$ cat config.mk
export PLATFORM = sky130hd
export DESIGN_NAME = fast_timer
export DESIGN_NICKNAME = d
export VERILOG_FILES = /design/src/hdl/fast_timer_pkg.sv /design/src/hdl/compare_output.sv /design/src/hdl/fast_timer.sv
export VERILOG_INCLUDE_DIRS = /design/src /design/src/hdl
export SDC_FILE = /design/constraint.sdc
export NUM_CORES = 1
export LEC_CHECK = 0
export ABC_AREA = 1
export CAP_MARGIN = 5
export CORE_ASPECT_RATIO = 0.7
export CORE_MARGIN = 4
export CORE_UTILIZATION = 45
export DETAILED_ROUTE_END_ITERATION = 6
export DONT_BUFFER_PORTS = 1
export PLACE_DENSITY = 0.67
export SYNTH_ARGS = -nofsm -noshare
export SYNTH_HDL_FRONTEND = slang
export SYNTH_SLANG_ARGS = --single-unit
$ cat constraint.sdc
create_clock -name i_clk -period 3.06 [get_ports i_clk]
set_clock_uncertainty 0.1 [all_clocks]
set_input_delay 0.306 -clock i_clk [delete_from_list [all_inputs] [get_ports i_clk]]
set_output_delay 0.306 -clock i_clk [all_outputs]
set_load 0.005 [all_outputs]
$ cat src/hdl/fast_timer_regs.svh
`ifndef FAST_TIMER_REGS_SVH
`define FAST_TIMER_REGS_SVH

`define ADDR_LOOP_CSR      8'h27
`define ADDR_TIMER_CTRL    8'h30
`define ADDR_GENERAL_CTRL  8'h2c
`define ADDR_COUNT         8'h2f
`define ADDR_CMP_A         8'h2e
`define ADDR_CMP_B         8'h2b
`define ADDR_CMP_C         8'h2d
`define ADDR_IRQ_MASK      8'h39
`define ADDR_IRQ_FLAGS     8'h38

`define CTRL_CLEAR_ON_C    7
`define CTRL_PWM_A         6
`define CTRL_MODE_A_HI     5
`define CTRL_MODE_A_LO     4
`define CTRL_CS_HI         3
`define CTRL_CS_LO         0

`define GEN_PWM_B          6
`define GEN_MODE_B_HI      5
`define GEN_MODE_B_LO      4
`define GEN_FORCE_B        3
`define GEN_FORCE_A        2
`define GEN_PRESC_RST      1

`define IRQ_CMP_A          6
`define IRQ_CMP_B          5
`define IRQ_OVF            2

`define LOOP_LOW_SPEED     7
`define LOOP_FAST_SEL      2
`define LOOP_ENABLE        1
`define LOOP_LOCKED        0

`define BYTE_ZERO          8'h00
`define COUNT_TOP          8'hff
`define COUNT_ONE          8'h01
`define CS_STOP            4'h0
`define CS_ONE             4'h1
`define PRESC_W            14
`define PRESC_ZERO         14'h0000
`define PRESC_ONE          14'h0001

`endif
$ cat src/hdl/fast_timer_pkg.sv
package fast_timer_pkg;

	typedef logic [7:0] byte_t;
	typedef logic [3:0] clock_select_t;

	// Order gives the mode field codes 00, 01, 10, 11.
	typedef enum logic [1:0] {
		MODE_DISCONNECT,
		MODE_TOGGLE,
		MODE_CLEAR,
		MODE_SET
	} compare_mode_t;

endpackage : fast_timer_pkg

$ cat src/hdl/compare_output.sv
`timescale 1ns/1ps
`default_nettype none

module compare_output
	import fast_timer_pkg::*;
(
	input  wire logic          i_clk,
	input  wire logic          i_rst_n,
	input  wire compare_mode_t i_mode,
	input  wire logic          i_pwm,
	input  wire logic          i_match,
	input  wire logic          i_force,
	input  wire logic          i_bottom,
	output var  logic          o_level,
	output var  logic          o_drive
);

	logic level_q;
	logic level_d;
	logic drive_q;
	logic drive_d;
	logic action;

	assign action  = i_match | i_force;
	// In pwm mode only the two upper codes connect the pin.
	assign drive_d = i_pwm ? i_mode[1] : (i_mode != MODE_DISCONNECT);

	always_comb begin
		level_d = level_q;
		if (i_pwm) begin
			if (i_match) begin
				level_d = (i_mode == MODE_SET);
			end else if (i_bottom) begin
				level_d = (i_mode == MODE_CLEAR);
			end
		end else if (action) begin
			case (i_mode)
				MODE_TOGGLE: level_d = ~level_q;
				MODE_CLEAR:  level_d = 1'b0;
				MODE_SET:    level_d = 1'b1;
				default:     level_d = level_q;
			endcase
		end
	end

	always_ff @(posedge i_clk or negedge i_rst_n) begin
		if (!i_rst_n) begin
			level_q <= 1'b0;
			drive_q <= 1'b0;
		end else begin
			level_q <= level_d;
			drive_q <= drive_d;
		end
	end

	assign o_level = level_q;
	assign o_drive = drive_q;

endmodule : compare_output

`default_nettype wire

$ cat src/hdl/fast_timer.sv
// Added by the designer: the plain strobed port.
`include "fast_timer_regs.svh"
`timescale 1ns/1ps
`default_nettype none

module fast_timer
	import fast_timer_pkg::*;
(
	input  wire logic i_clk,
	input  wire logic i_rst_n,
	input  wire logic [7:0] i_addr,
	input  wire logic [7:0] i_wdata,
	input  wire logic i_wr,
	input  wire logic i_rd,
	output var  logic [7:0] o_rdata,
	input  wire logic i_global_irq_enable,
	input  wire logic i_vector_ack_a,
	input  wire logic i_vector_ack_b,
	input  wire logic i_vector_ack_ovf,
	output var  logic o_irq_compare_a,
	output var  logic o_irq_compare_b,
	output var  logic o_irq_overflow,
	input  wire logic i_fast_tick,
	input  wire logic i_loop_locked,
	input  wire logic i_loop_is_sysclk,
	output var  logic o_loop_enable,
	output var  logic o_fast_low_speed,
	output var  logic o_compare_a_pin,
	output var  logic o_compare_a_oe,
	output var  logic o_compare_b_pin,
	output var  logic o_compare_b_oe
);

	function automatic logic presc_tap(input logic [`PRESC_W-1:0] cnt,
	                                   input clock_select_t cs);
		logic [`PRESC_W-1:0] mask;
		mask = (`PRESC_ONE << (cs - `CS_ONE)) - `PRESC_ONE;
		return (cs != `CS_STOP) && ((cnt & mask) == mask);
	endfunction : presc_tap

	byte_t         ctrl_q;
	byte_t         ctrl_d;
	logic          pwm_b_q;
	compare_mode_t mode_b_q;
	compare_mode_t mode_b_d;
	byte_t         cnt_q;
	byte_t         cnt_d;
	byte_t         cmp_a_q, cmp_b_q, cmp_c_q;
	logic [2:0]    mask_q;
	logic          flag_a_q, flag_b_q, flag_ovf_q;
	logic          flag_a_d, flag_b_d, flag_ovf_d;
	logic [2:0]    clr_q;
	logic          match_a_q, match_b_q, match_c_q, ovf_evt_q;
	logic          counted_q;
	logic          counted_d;
	logic          load_pend_q;
	byte_t         load_data_q;
	logic [`PRESC_W-1:0] presc_q;
	logic [`PRESC_W-1:0] presc_d;
	logic          presc_rst_q;
	logic          half_q;
	logic          low_speed_q;
	logic          fast_sel_q;
	logic          loop_en_q;
	logic          locked_meta_q, locked_q;
	logic          sysclk_meta_q, sysclk_q;
	logic          irq_a_q, irq_b_q, irq_ovf_q;
	byte_t         rdata_q;

	logic wr_ctrl, wr_gen, wr_cnt, wr_cmp_a, wr_cmp_b;
	logic wr_cmp_c, wr_mask, wr_flags, wr_loop;
	assign wr_ctrl  = i_wr && (i_addr == `ADDR_TIMER_CTRL);
	assign wr_gen   = i_wr && (i_addr == `ADDR_GENERAL_CTRL);
	assign wr_cnt   = i_wr && (i_addr == `ADDR_COUNT);
	assign wr_cmp_a = i_wr && (i_addr == `ADDR_CMP_A);
	assign wr_cmp_b = i_wr && (i_addr == `ADDR_CMP_B);
	assign wr_cmp_c = i_wr && (i_addr == `ADDR_CMP_C);
	assign wr_mask  = i_wr && (i_addr == `ADDR_IRQ_MASK);
	assign wr_flags = i_wr && (i_addr == `ADDR_IRQ_FLAGS);
	assign wr_loop  = i_wr && (i_addr == `ADDR_LOOP_CSR);

	assign ctrl_d   = wr_ctrl ? i_wdata : ctrl_q;
	assign mode_b_d = wr_gen ?
		compare_mode_t'(i_wdata[`GEN_MODE_B_HI:`GEN_MODE_B_LO]) : mode_b_q;

	// Next-value forwarding lets a force see a mode written with it.
	compare_mode_t mode_a;
	logic          pwm_a;
	logic          pwm_any;
	logic          clear_on_c;
	clock_select_t clk_sel;
	assign mode_a =
		compare_mode_t'(ctrl_d[`CTRL_MODE_A_HI:`CTRL_MODE_A_LO]);
	assign pwm_a      = ctrl_q[`CTRL_PWM_A];
	assign pwm_any    = pwm_a | pwm_b_q;
	assign clear_on_c = ctrl_q[`CTRL_CLEAR_ON_C];
	assign clk_sel    = ctrl_q[`CTRL_CS_HI:`CTRL_CS_LO];

	logic force_a;
	logic force_b;
	assign force_a = wr_gen && i_wdata[`GEN_FORCE_A] && !pwm_a;
	assign force_b = wr_gen && i_wdata[`GEN_FORCE_B] && !pwm_b_q;

	// Low speed passes every second fast tick.
	logic fast_pulse;
	logic src_pulse;
	logic tick;
	assign fast_pulse = i_fast_tick && (!low_speed_q || half_q);
	assign src_pulse  = fast_sel_q ? fast_pulse : 1'b1;
	assign tick       = src_pulse && presc_tap(presc_q, clk_sel);
	assign presc_d    = presc_rst_q ? `PRESC_ZERO :
		(src_pulse ? presc_q + `PRESC_ONE : presc_q);

	// Synchronous mode waits one extra cycle for the crossing.
	logic  load_now;
	byte_t load_val;
	assign load_now = (wr_cnt && fast_sel_q) || load_pend_q;
	assign load_val = load_pend_q ? load_data_q : i_wdata;

	logic at_top;
	logic wrap_on_c;
	logic ovf_evt;
	assign at_top    = (cnt_q == `COUNT_TOP);
	assign wrap_on_c = (clear_on_c || pwm_any) && (cnt_q == cmp_c_q);
	assign ovf_evt   = tick && !load_now && at_top && !pwm_any;

	always_comb begin
		cnt_d     = cnt_q;
		counted_d = 1'b0;
		if (load_now) begin
			cnt_d = load_val;
		end else if (tick) begin
			counted_d = 1'b1;
			if (wrap_on_c) begin
				cnt_d = `BYTE_ZERO;
			end else begin
				cnt_d = cnt_q + `COUNT_ONE;
			end
		end
	end

	// A loaded value never counts as counting into a compare value.
	logic match_a, match_b, match_c, bottom;
	assign match_a = counted_q && (cnt_q == cmp_a_q);
	assign match_b = counted_q && (cnt_q == cmp_b_q);
	assign match_c = counted_q && (cnt_q == cmp_c_q);
	assign bottom  = counted_q && (cnt_q == `BYTE_ZERO);

	logic ovf_set;
	assign ovf_set = pwm_any ? match_c_q : ovf_evt_q;

	// Set wins over both the vector acknowledge and the software clear.
	assign flag_a_d = match_a_q ||
		(flag_a_q && !(clr_q[0] || i_vector_ack_a));
	assign flag_b_d = match_b_q ||
		(flag_b_q && !(clr_q[1] || i_vector_ack_b));
	assign flag_ovf_d = ovf_set ||
		(flag_ovf_q && !(clr_q[2] || i_vector_ack_ovf));

	logic loop_en_d;
	logic low_speed_d;
	logic fast_sel_d;
	assign loop_en_d = sysclk_q ? 1'b1 :
		(wr_loop ? i_wdata[`LOOP_ENABLE] : loop_en_q);
	assign low_speed_d = wr_loop ?
		(i_wdata[`LOOP_LOW_SPEED] && !sysclk_q) : low_speed_q;
	assign fast_sel_d = wr_loop ?
		(i_wdata[`LOOP_FAST_SEL] && loop_en_q) : fast_sel_q;

	byte_t rd_gen;
	byte_t rd_mask;
	byte_t rd_flags;
	byte_t rd_loop;
	byte_t rd_mux;
	assign rd_gen = {1'b0, pwm_b_q, mode_b_q, 4'h0};
	assign rd_mask = {1'b0, mask_q[0], mask_q[1], 2'b00, mask_q[2],
		2'b00};
	assign rd_flags = {1'b0, flag_a_q, flag_b_q, 2'b00, flag_ovf_q,
		2'b00};
	assign rd_loop = {low_speed_q, 4'h0, fast_sel_q, loop_en_q,
		locked_q};
	assign rd_mux =
		(i_addr == `ADDR_TIMER_CTRL)   ? ctrl_q  :
		(i_addr == `ADDR_GENERAL_CTRL) ? rd_gen  :
		(i_addr == `ADDR_COUNT)        ? cnt_q   :
		(i_addr == `ADDR_CMP_A)        ? cmp_a_q :
		(i_addr == `ADDR_CMP_B)        ? cmp_b_q :
		(i_addr == `ADDR_CMP_C)        ? cmp_c_q :
		(i_addr == `ADDR_IRQ_MASK)     ? rd_mask :
		(i_addr == `ADDR_IRQ_FLAGS)    ? rd_flags :
		(i_addr == `ADDR_LOOP_CSR)     ? rd_loop : `BYTE_ZERO;

	always_ff @(posedge i_clk or negedge i_rst_n) begin
		if (!i_rst_n) begin
			ctrl_q   <= `BYTE_ZERO;
			pwm_b_q  <= 1'b0;
			mode_b_q <= MODE_DISCONNECT;
			cmp_a_q  <= `BYTE_ZERO;
			cmp_b_q  <= `BYTE_ZERO;
			cmp_c_q  <= `BYTE_ZERO;
			mask_q   <= 3'b000;
			rdata_q  <= `BYTE_ZERO;
		end else begin
			ctrl_q   <= ctrl_d;
			mode_b_q <= mode_b_d;
			if (wr_gen) begin
				pwm_b_q <= i_wdata[`GEN_PWM_B];
			end
			if (wr_cmp_a) begin
				cmp_a_q <= i_wdata;
			end
			if (wr_cmp_b) begin
				cmp_b_q <= i_wdata;
			end
			if (wr_cmp_c) begin
				cmp_c_q <= i_wdata;
			end
			if (wr_mask) begin
				mask_q <= {i_wdata[`IRQ_OVF], i_wdata[`IRQ_CMP_B],
					i_wdata[`IRQ_CMP_A]};
			end
			rdata_q <= i_rd ? rd_mux : `BYTE_ZERO;
		end
	end

	always_ff @(posedge i_clk or negedge i_rst_n) begin
		if (!i_rst_n) begin
			cnt_q       <= `BYTE_ZERO;
			counted_q   <= 1'b0;
			load_pend_q <= 1'b0;
			load_data_q <= `BYTE_ZERO;
			presc_q     <= `PRESC_ZERO;
			presc_rst_q <= 1'b0;
			half_q      <= 1'b0;
		end else begin
			cnt_q       <= cnt_d;
			counted_q   <= counted_d;
			load_pend_q <= wr_cnt && !fast_sel_q;
			if (wr_cnt) begin
				load_data_q <= i_wdata;
			end
			presc_q     <= presc_d;
			presc_rst_q <= wr_gen && i_wdata[`GEN_PRESC_RST];
			if (i_fast_tick) begin
				half_q <= ~half_q;
			end
		end
	end

	// One stage models the crossing delay between compare and flag.
	always_ff @(posedge i_clk or negedge i_rst_n) begin
		if (!i_rst_n) begin
			match_a_q  <= 1'b0;
			match_b_q  <= 1'b0;
			match_c_q  <= 1'b0;
			ovf_evt_q  <= 1'b0;
			clr_q      <= 3'b000;
			flag_a_q   <= 1'b0;
			flag_b_q   <= 1'b0;
			flag_ovf_q <= 1'b0;
		end else begin
			match_a_q  <= match_a;
			match_b_q  <= match_b;
			match_c_q  <= match_c;
			ovf_evt_q  <= ovf_evt;
			clr_q      <= wr_flags ? {i_wdata[`IRQ_OVF],
				i_wdata[`IRQ_CMP_B], i_wdata[`IRQ_CMP_A]} : 3'b000;
			flag_a_q   <= flag_a_d;
			flag_b_q   <= flag_b_d;
			flag_ovf_q <= flag_ovf_d;
		end
	end

	always_ff @(posedge i_clk or negedge i_rst_n) begin
		if (!i_rst_n) begin
			irq_a_q   <= 1'b0;
			irq_b_q   <= 1'b0;
			irq_ovf_q <= 1'b0;
		end else begin
			irq_a_q   <= flag_a_q && mask_q[0] && i_global_irq_enable;
			irq_b_q   <= flag_b_q && mask_q[1] && i_global_irq_enable;
			irq_ovf_q <= flag_ovf_q && mask_q[2] &&
				i_global_irq_enable;
		end
	end

	// The lock detector and clock-source strap are analogue-side levels.
	always_ff @(posedge i_clk or negedge i_rst_n) begin
		if (!i_rst_n) begin
			locked_meta_q <= 1'b0;
			locked_q      <= 1'b0;
			sysclk_meta_q <= 1'b0;
			sysclk_q      <= 1'b0;
			loop_en_q     <= 1'b0;
			low_speed_q   <= 1'b0;
			fast_sel_q    <= 1'b0;
		end else begin
			locked_meta_q <= i_loop_locked;
			locked_q      <= locked_meta_q;
			sysclk_meta_q <= i_loop_is_sysclk;
			sysclk_q      <= sysclk_meta_q;
			loop_en_q     <= loop_en_d;
			low_speed_q   <= low_speed_d;
			fast_sel_q    <= fast_sel_d;
		end
	end

	compare_output u_out_a (
		.i_clk    (i_clk),
		.i_rst_n  (i_rst_n),
		.i_mode   (mode_a),
		.i_pwm    (pwm_a),
		.i_match  (match_a),
		.i_force  (force_a),
		.i_bottom (bottom),
		.o_level  (o_compare_a_pin),
		.o_drive  (o_compare_a_oe)
	);

	compare_output u_out_b (
		.i_clk    (i_clk),
		.i_rst_n  (i_rst_n),
		.i_mode   (mode_b_d),
		.i_pwm    (pwm_b_q),
		.i_match  (match_b),
		.i_force  (force_b),
		.i_bottom (bottom),
		.o_level  (o_compare_b_pin),
		.o_drive  (o_compare_b_oe)
	);

	assign o_rdata          = rdata_q;
	assign o_irq_compare_a  = irq_a_q;
	assign o_irq_compare_b  = irq_b_q;
	assign o_irq_overflow   = irq_ovf_q;
	assign o_loop_enable    = loop_en_q;
	assign o_fast_low_speed = low_speed_q;

endmodule : fast_timer

`default_nettype wire

==> results of run 1 <==
[Yosys cell counts, types with 7 or more instances]
cell,n
nand4_1,14
nand2_1,234
clkbuf_1,7
buf_2,8
nand3_1,75
xnor2_1,13
nor3_1,15
nor2_1,70
dfrtp_1,104
a21oi_1,28
inv_1,90
o21ai_0,72
[metal layers]
metal  wire length (um)  share of wire  vias up  GRT usage
li1                   -              -     2560          -
met1               7770           0.47     2503      0.366
met2               6380           0.39      300      0.310
met3               1990           0.12       21     0.0505
met4                242          0.015        0     0.0637
met5                  0              0        -          0
[cells by family after synthesis]
logic type	after synthesis	share of synthesized area
fa+ha+maj	4	0.00862
buf+inv	117	0.0812
xor+xnor	17	0.0256
simple gates	434	0.327
flops	104	0.448
compound gates	119	0.109
[layout make-up]
class	instances	area, sq um
clock buffers	9	225
clock inverters	7	77.6
fillers	1205	6190
inverters	96	360
multi-input cells	574	2730
flip-flops and latches	104	2600
well taps	162	203
repair buffers	10	113
[what timing repair did]
| item | in CTS | in global routing |
|---|---|---|
| resized for setup | 0 | 0 |
| hold buffers | 8 | 0 |
| hold endpoints to repair | 112 | 0 |
[metrics by stage]
step,setup slack (ns),cells,area (sq um),util,hold slack (ns)
after CTS,0.539,962,6310,0.505,0.00290
after floorplan,1.05,795,5810,-,-0.0896
after global placement,0.661,938,5910,0.473,-0.0857
after global routing,0.226,962,6310,0.505,0.00888
after detailed placement,0.556,938,5910,0.473,-0.0861
final,0.528,962,6310,0.505,0.00724
[power by group through the flow]
stage	sequential (W)	clock, W	combinational [W]
final	0.00155	0.00118	0.000445
after global placement	0.00157	0	0.000386
after floorplan	0.00154	0	0.000336
after detailed placement	0.00158	0	0.000397
after global routing	0.00157	0.00125	0.000508
after CTS	0.00155	0.00120	0.000440
[state kept, by name, summed over array words and instances, names as in the netlist, 2 cells and up]
signal       count
o_rdata          8
presc_q         14
cmp_c_q          8
cmp_b_q          8
clr_q            3
cnt_q            8
mode_b_q         2
ctrl_q           8
cmp_a_q          8
load_data_q      8
mask_q           3
[how the worst min path moves through the flow]
| stage | startpoint | end | slack [ns] | cells past startpoint |
|---|---|---|---|---|
| global placement | i_rst_n | o_irq_overflow | -0.09 | 0 |
| floorplan | i_rst_n | clr_q[0] | -0.09 | 0 |
| detailed placement | i_rst_n | o_irq_compare_a | -0.09 | 0 |
| global route | i_global_irq_enable | o_irq_compare_a | 0.009 | 2 |
| finish | i_global_irq_enable | o_irq_compare_b | 0.007 | 2 |
| CTS | i_global_irq_enable | o_irq_compare_b | 0.003 | 2 |
==> summary.md, run 1 <==
| Metric | Value |
|---|---|
| Kind of critical path | `register to register` |
| Endpoints failing setup | `0` |
| Critical path's largest stage delay | `0.50 ns` |
| Share of power burned in registers | `0.489` |
| Yosys cell types | `37` |
| Gr usage total | `0.230` |
| Ys Warns | `0` |
| Die height | `103 um` |
| Worst path required time | `3.25 ns` |
| Setup repair bufs after CTS | `0` |
| Mapped Nets | `826` |
| Comb pwr share | `0.140` |
| Total wire length | `16,400 um` |
| Max Buffers Root-to-Sink | `2` |
| Antenna diodes | `0` |
| Crit path max-delay family | `simple AND/OR/NAND/NOR gates` |
| Clock share of power | `0.371` |
| Share of layout cells above drive strength 1 | `0.0563` |
| Via count | `5,384` |
| Vias per cell | `5.60` |
| Layout Nets | `826` |
| Cell row count | `34` |
| Number of global-route vias before repair | `4,910` |
| H-tree depth | `3` |
| FFs w/ async S/R, synth | `1.00` |
| Largest cells by area after synthesis | `dfrtp_1 (45%), nand2_1 (15%), nand3_1 (6.5%)` |
| Reg-to-reg setup timing slack | `0.53 ns` |
| Die width | `144 um` |
| Drt drc | `0` |
| Ys flop type | `dfrtp_1` |
| Cell Chain, Critical Path | `nor2_1 > nand2_1 > ha_1 > nor2_1 > a21oi_1 > nand3_1 > nor2_1 > nand2_1 > nor2_1 > nand3_1 > nand2_1 > nand2_1 > nand2_1` |
| Yosys top cell by area | `dfrtp_1` |
| Clock tree from TritonCTS | `built` |
| Initial antenna violation count | `1` |
| Grt ovf | `0` |
| Starting DRT DRC Count | `547` |
| RSZ-0062 raised after global routing | `no` |
| R2R depth | `13` |
| Most frequent cells in the layout | `nand2_1 (234), dfrtp_1 (104), inv_1 (90), nand3_1 (75), o21ai_0 (72)` |
| Fmax | `0.395 GHz` |
| Net switching power | `0.000918 W` |
| PD cells | `503 nW/um^2` |
| Post-synth top area share | `0.448` |
| Ports | `44` |
| Internal power | `0.00226 W` |
| CP most frequent cell | `nand2_1` |
| Yosys reg bits | `104` |
| TNS Setup | `0 ns` |
| Seq/Total Area, Yosys | `0.448` |
| Status | `completed` |
| Slowest cell on crit path | `dfrtp_1` |
| Synth Area per Inst | `7.31 sq um` |
| Worst Path Arrival | `2.73 ns` |
| Crit. End Element | `register` |
| CP endpoint | `cnt_q[2]` |
| WL per Instance | `17.0 um` |
| Largest net degree at the start of global routing | `105` |
| Max Cap Viol | `0` |
| Gate Count Post-Synth | `795` |
| Crit path buf inv count | `0` |
| Hpwl dp | `12,300 um` |
| Startpoint class of the critical path | `register` |
| CTS root buf | `clkbuf_16` |
| Slew margin rel. | `0.606` |
| Die area | `14,800 sq um` |
| TritonCTS Buffers | `9` |
| Reg clk slew, reported paths | `0.07 ns` |
| Area grow syn2layout | `8.72%` |
| Routability Congestion | `0.990` |
| # port buffers | `0` |
| Commonest non-fill, non-tap cell in the layout | `nand2_1` |
| Sw Share | `0.289` |
| Final hold violations | `0` |
| Post-layout min period | `2.53 ns` |
| RR Startpoint | `ctrl_q[3]` |
| Worst-Margin Slew | `0.587 ns` |
| Max rail drop VDD | `0.288 mV` |
| Area of the core | `12,500 sq um` |
| TritonCTS Sinks | `104` |
| Antenna viol nets, final | `0` |
| Slew Viols, Final | `0` |
| WP depth | `13` |
| FF-to-FF End | `cnt_q[2]` |
| Starting Density | `0.464` |
| DR pass1 iterations | `6` |
| Mapped Area | `5810 sq um` |
| EDFF count, synth | `0` |
| Class of the worst hold path | `primary input to register` |
| Total power | `0.00318 W` |
| Period utilisation layout | `0.827` |
| Worst Setup SP | `ctrl_q[3]` |
| Leak | `3.02 nW` |
| First-pass GRT wire length | `26,200 um` |
| Crit-path max FO | `11` |
| Latest clock arrival within the worst-skew pair | `0.36 ns` |
No activity file was read; power rests on OpenSTA's default activity.
==> inputs of run 2 (changes only) <==
==> constraint.sdc (replaced) <==
create_clock -name i_clk -period 2.53 [get_ports i_clk]
set_clock_uncertainty 0.1 [all_clocks]
set_input_delay 0.253 -clock i_clk [delete_from_list [all_inputs] [get_ports i_clk]]
set_output_delay 0.253 -clock i_clk [all_outputs]
set_load 0.005 [all_outputs]
==> run 2 against run 1 <==
Net effect: the run now ends with hold timing left; first-iteration DRC count grew 9.0%; sequential cell count is the same; cell count grew 1.5%; global-route usage down 0.10 points; setup slack lost 0.34 ns; wire length rose by 1.2%; die area unchanged; register-to-register slack worse by 0.34 ns; sequential power increased by 21%; sequential share of layout area fell by 0.55 points; clock-buffer cell count is 1 higher.
==> summary.md, run 2 (synthesized netlist as in run 1, its figures left out) <==
| Metric | Value |
|---|---|
| Startpoint class of the critical path | `register` |
| Slowest cell on crit path | `dfrtp_1` |
| Status | `finished, violations left` |
| Worst hold margin | `-0.518 ns (-0.525 ns)` |
| Clock tree from TritonCTS | `built` |
| PD cells | `591 nW/um^2 (+17%)` |
| Gr usage total | `0.229 (-0.00104)` |
| Cell Chain, Critical Path | `nor2_1 > nand3_1 > ha_1 > nor2_1 > a21oi_1 > nand3_1 > nor2_1 > nand2_1 > nor2_1 > nand3_1 > nand2_1 > nand2_1 > nand2_1` |
| Area grow syn2layout | `10.2%` |
| Fin util | `0.512 (+0.00680)` |
| Latest clock arrival within the worst-skew pair | `0.36 ns (about the same)` |
| Fmax | `0.427 GHz (+8.2%)` |
| Largest Register | `presc_q` |
| # resized after CTS | `0 (unchanged)` |
| Vias per cell | `5.48 (-2.1%)` |
| DR pass1 iterations | `6 (unchanged)` |
| Slew margin rel. | `0.608 (+0.00164)` |
| Slew Viols, Final | `0 (unchanged)` |
| Worst Path Arrival | `2.53 ns (-0.20 ns)` |
| Reg clk slew, reported paths | `0.07 ns (about the same)` |
| WL per Instance | `17.0 um (-0.26%)` |
| Antenna diodes | `0 (unchanged)` |
| RSZ-0062 raised after global routing | `no` |
| Starting Density | `0.464 (unchanged)` |
| Crit-path max FO | `8 (-3)` |
| Antenna viol nets, final | `0 (unchanged)` |
| H-tree depth | `3 (unchanged)` |
| Design area | `6400 sq um (+1.3%)` |
| Final non-filler cell total | `976 (+1.5%)` |
| Class of the worst hold path | `primary input to asynchronous set/reset pin` |
| Via count | `5,347 (-0.69%)` |
| Die area | `14,800 sq um (unchanged)` |
| Max rail drop VDD | `0.489 mV (+70%)` |
| Initial antenna violation count | `0 (-1)` |
| Flip-flop count of the largest register after layout | `14 (unchanged)` |
| Hpwl dp | `12,300 um (-0.39%)` |
| Routability Congestion | `1.01 (+1.9%)` |
| Largest net degree at the start of global routing | `105 (unchanged)` |
| Endpoints failing setup | `0 (unchanged)` |
| Cell row count | `34 (unchanged)` |
| Starting DRT DRC Count | `596 (+9.0%)` |
| Failing checks | `hold timing` |
| TritonCTS Buffers | `9 (unchanged)` |
| Layout Nets | `840 (+1.7%)` |
| Area of the core | `12,500 sq um (unchanged)` |
| Max Cap Viol | `0 (unchanged)` |
| Dpl cell area | `5980 sq um (+1.1%)` |
| Most frequent cells in the layout | `nand2_1 (234), dfrtp_1 (104), inv_1 (90), nand3_1 (75), o21ai_0 (72)` |
| CTS root buf | `clkbuf_16` |
| # port buffers | `0 (unchanged)` |
| Max Buffers Root-to-Sink | `2 (unchanged)` |
| Crit path buf inv count | `0 (unchanged)` |
| Leak | `3.07 nW (+1.8%)` |
| TNS Setup | `0 ns (unchanged)` |
| Kind of critical path | `register to register` |
| Grt ovf | `0 (unchanged)` |
| Die width | `144 um (unchanged)` |
| Worst-Margin Slew | `0.583 ns (-0.00332 ns)` |
| Total power | `0.00378 W (+19%)` |
| Post-layout min period | `2.34 ns (-0.191 ns)` |
| First-pass GRT wire length | `25,700 um (-1.9%)` |
| Period utilisation layout | `0.925 (+0.0977)` |
| Placed Cells | `947 (+0.96%)` |
| Drt drc | `0 (unchanged)` |
| CTS Hold Buffers Added | `13 (+5)` |
| Final hold violations | `104 (+104)` |
| Commonest non-fill, non-tap cell in the layout | `nand2_1` |
| Crit path max-delay family | `simple AND/OR/NAND/NOR gates` |
| Total wire length | `16,600 um (+1.2%)` |
| Worst path required time | `2.72 ns (-0.53 ns)` |
| Crit. End Element | `register` |
| Reg-to-reg setup timing slack | `0.19 ns (-0.34 ns)` |
| Ports | `44 (unchanged)` |
| Number of global-route vias before repair | `4,771 (-2.8%)` |
| Die height | `103 um (unchanged)` |
| Share of layout cells above drive strength 1 | `0.0651 (+0.00886)` |
| TritonCTS Sinks | `104 (unchanged)` |
| Critical path's largest stage delay | `0.38 ns (-0.12 ns)` |
-- run 2: cell count changes in the layout (fill, tap and decap cells not counted), sizes merged --
cell | before | now
buf | 3 | 11
bufinv | 1 | 0
clkbuf | 9 | 10
clkinv | 3 | 2
clkinvlp | 1 | 0
dlygate4sd3 | 7 | 13
inv | 98 | 100
-- run 2: per-stage QoR --
| stage | setup WS [ns] | hold WS [ns] |
|---|---|---|
| 3_3_place_gp | 0.312 | -0.139 |
| 5_1_grt | 0.0599 | -0.534 |
| 2_1_floorplan | 0.523 | -0.143 |
| 3_5_place_dp | 0.232 | -0.139 |
| 4_1_cts | 0.206 | -0.525 |
| 6_report | 0.189 | -0.518 |
-- run 2: worst paths after layout --
check / startpoint / to / depth (start not counted)
setup / recovery: ctrl_q[3] / cnt_q[4] / 13
setup reg to reg: ctrl_q[3] / cnt_q[4] / 13
max in group asynchronous: i_rst_n / load_data_q[7] / 0
hold / removal: i_rst_n / o_irq_compare_a / 0
hold reg to reg: locked_meta_q / locked_q / 0
min in group i_clk: i_vector_ack_ovf / flag_ovf_q / 3
-- run 2: where the power goes --
group	internal, W	switching, W	total [W]	leakage [nW]
Clock	0.000711	0.000666	0.00138	0.145
Combinational	0.000199	0.000335	0.000534	1.59
Sequential	0.00177	0.000105	0.00187	1.33
Total	0.00268	0.00110	0.00378	3.07
-- run 2: timing repair --
item                       CTS  global route
hold endpoints to repair   126           104
setup endpoints to repair    0             0
setup buffers                0             0
-- run 2: layer usage --
| layer | track usage | up-vias | part of all wire |
|---|---|---|---|
| met5 | 0 | - | 0 |
| met4 | 0.0463 | 0 | 0.011 |
| met3 | 0.0589 | 16 | 0.11 |
| met2 | 0.307 | 253 | 0.39 |
| met1 | 0.367 | 2486 | 0.49 |
| li1 | - | 2592 | - |
-- run 2: area by class of cell --
cell class,count,area [sq um]
Inverter,96,360
Clock inverter,6,48.8
Multi-Input combinational cell,574,2730
Clock buffer,10,239
Sequential cell,104,2600
Fill cell,1233,6110
Tap cell,162,203
Timing Repair Buffer,24,213
-- run 2: worst reg2reg max path: cells and delay by family (launching register included) --
family | cells | cell delay, ns
AND/OR/NAND/NOR | 11 | 1.39
flip-flops | 1 | 0.38
adder cells (fa/ha/maj) | 1 | 0.30
AO/OA/AOI/OAI | 1 | 0.11
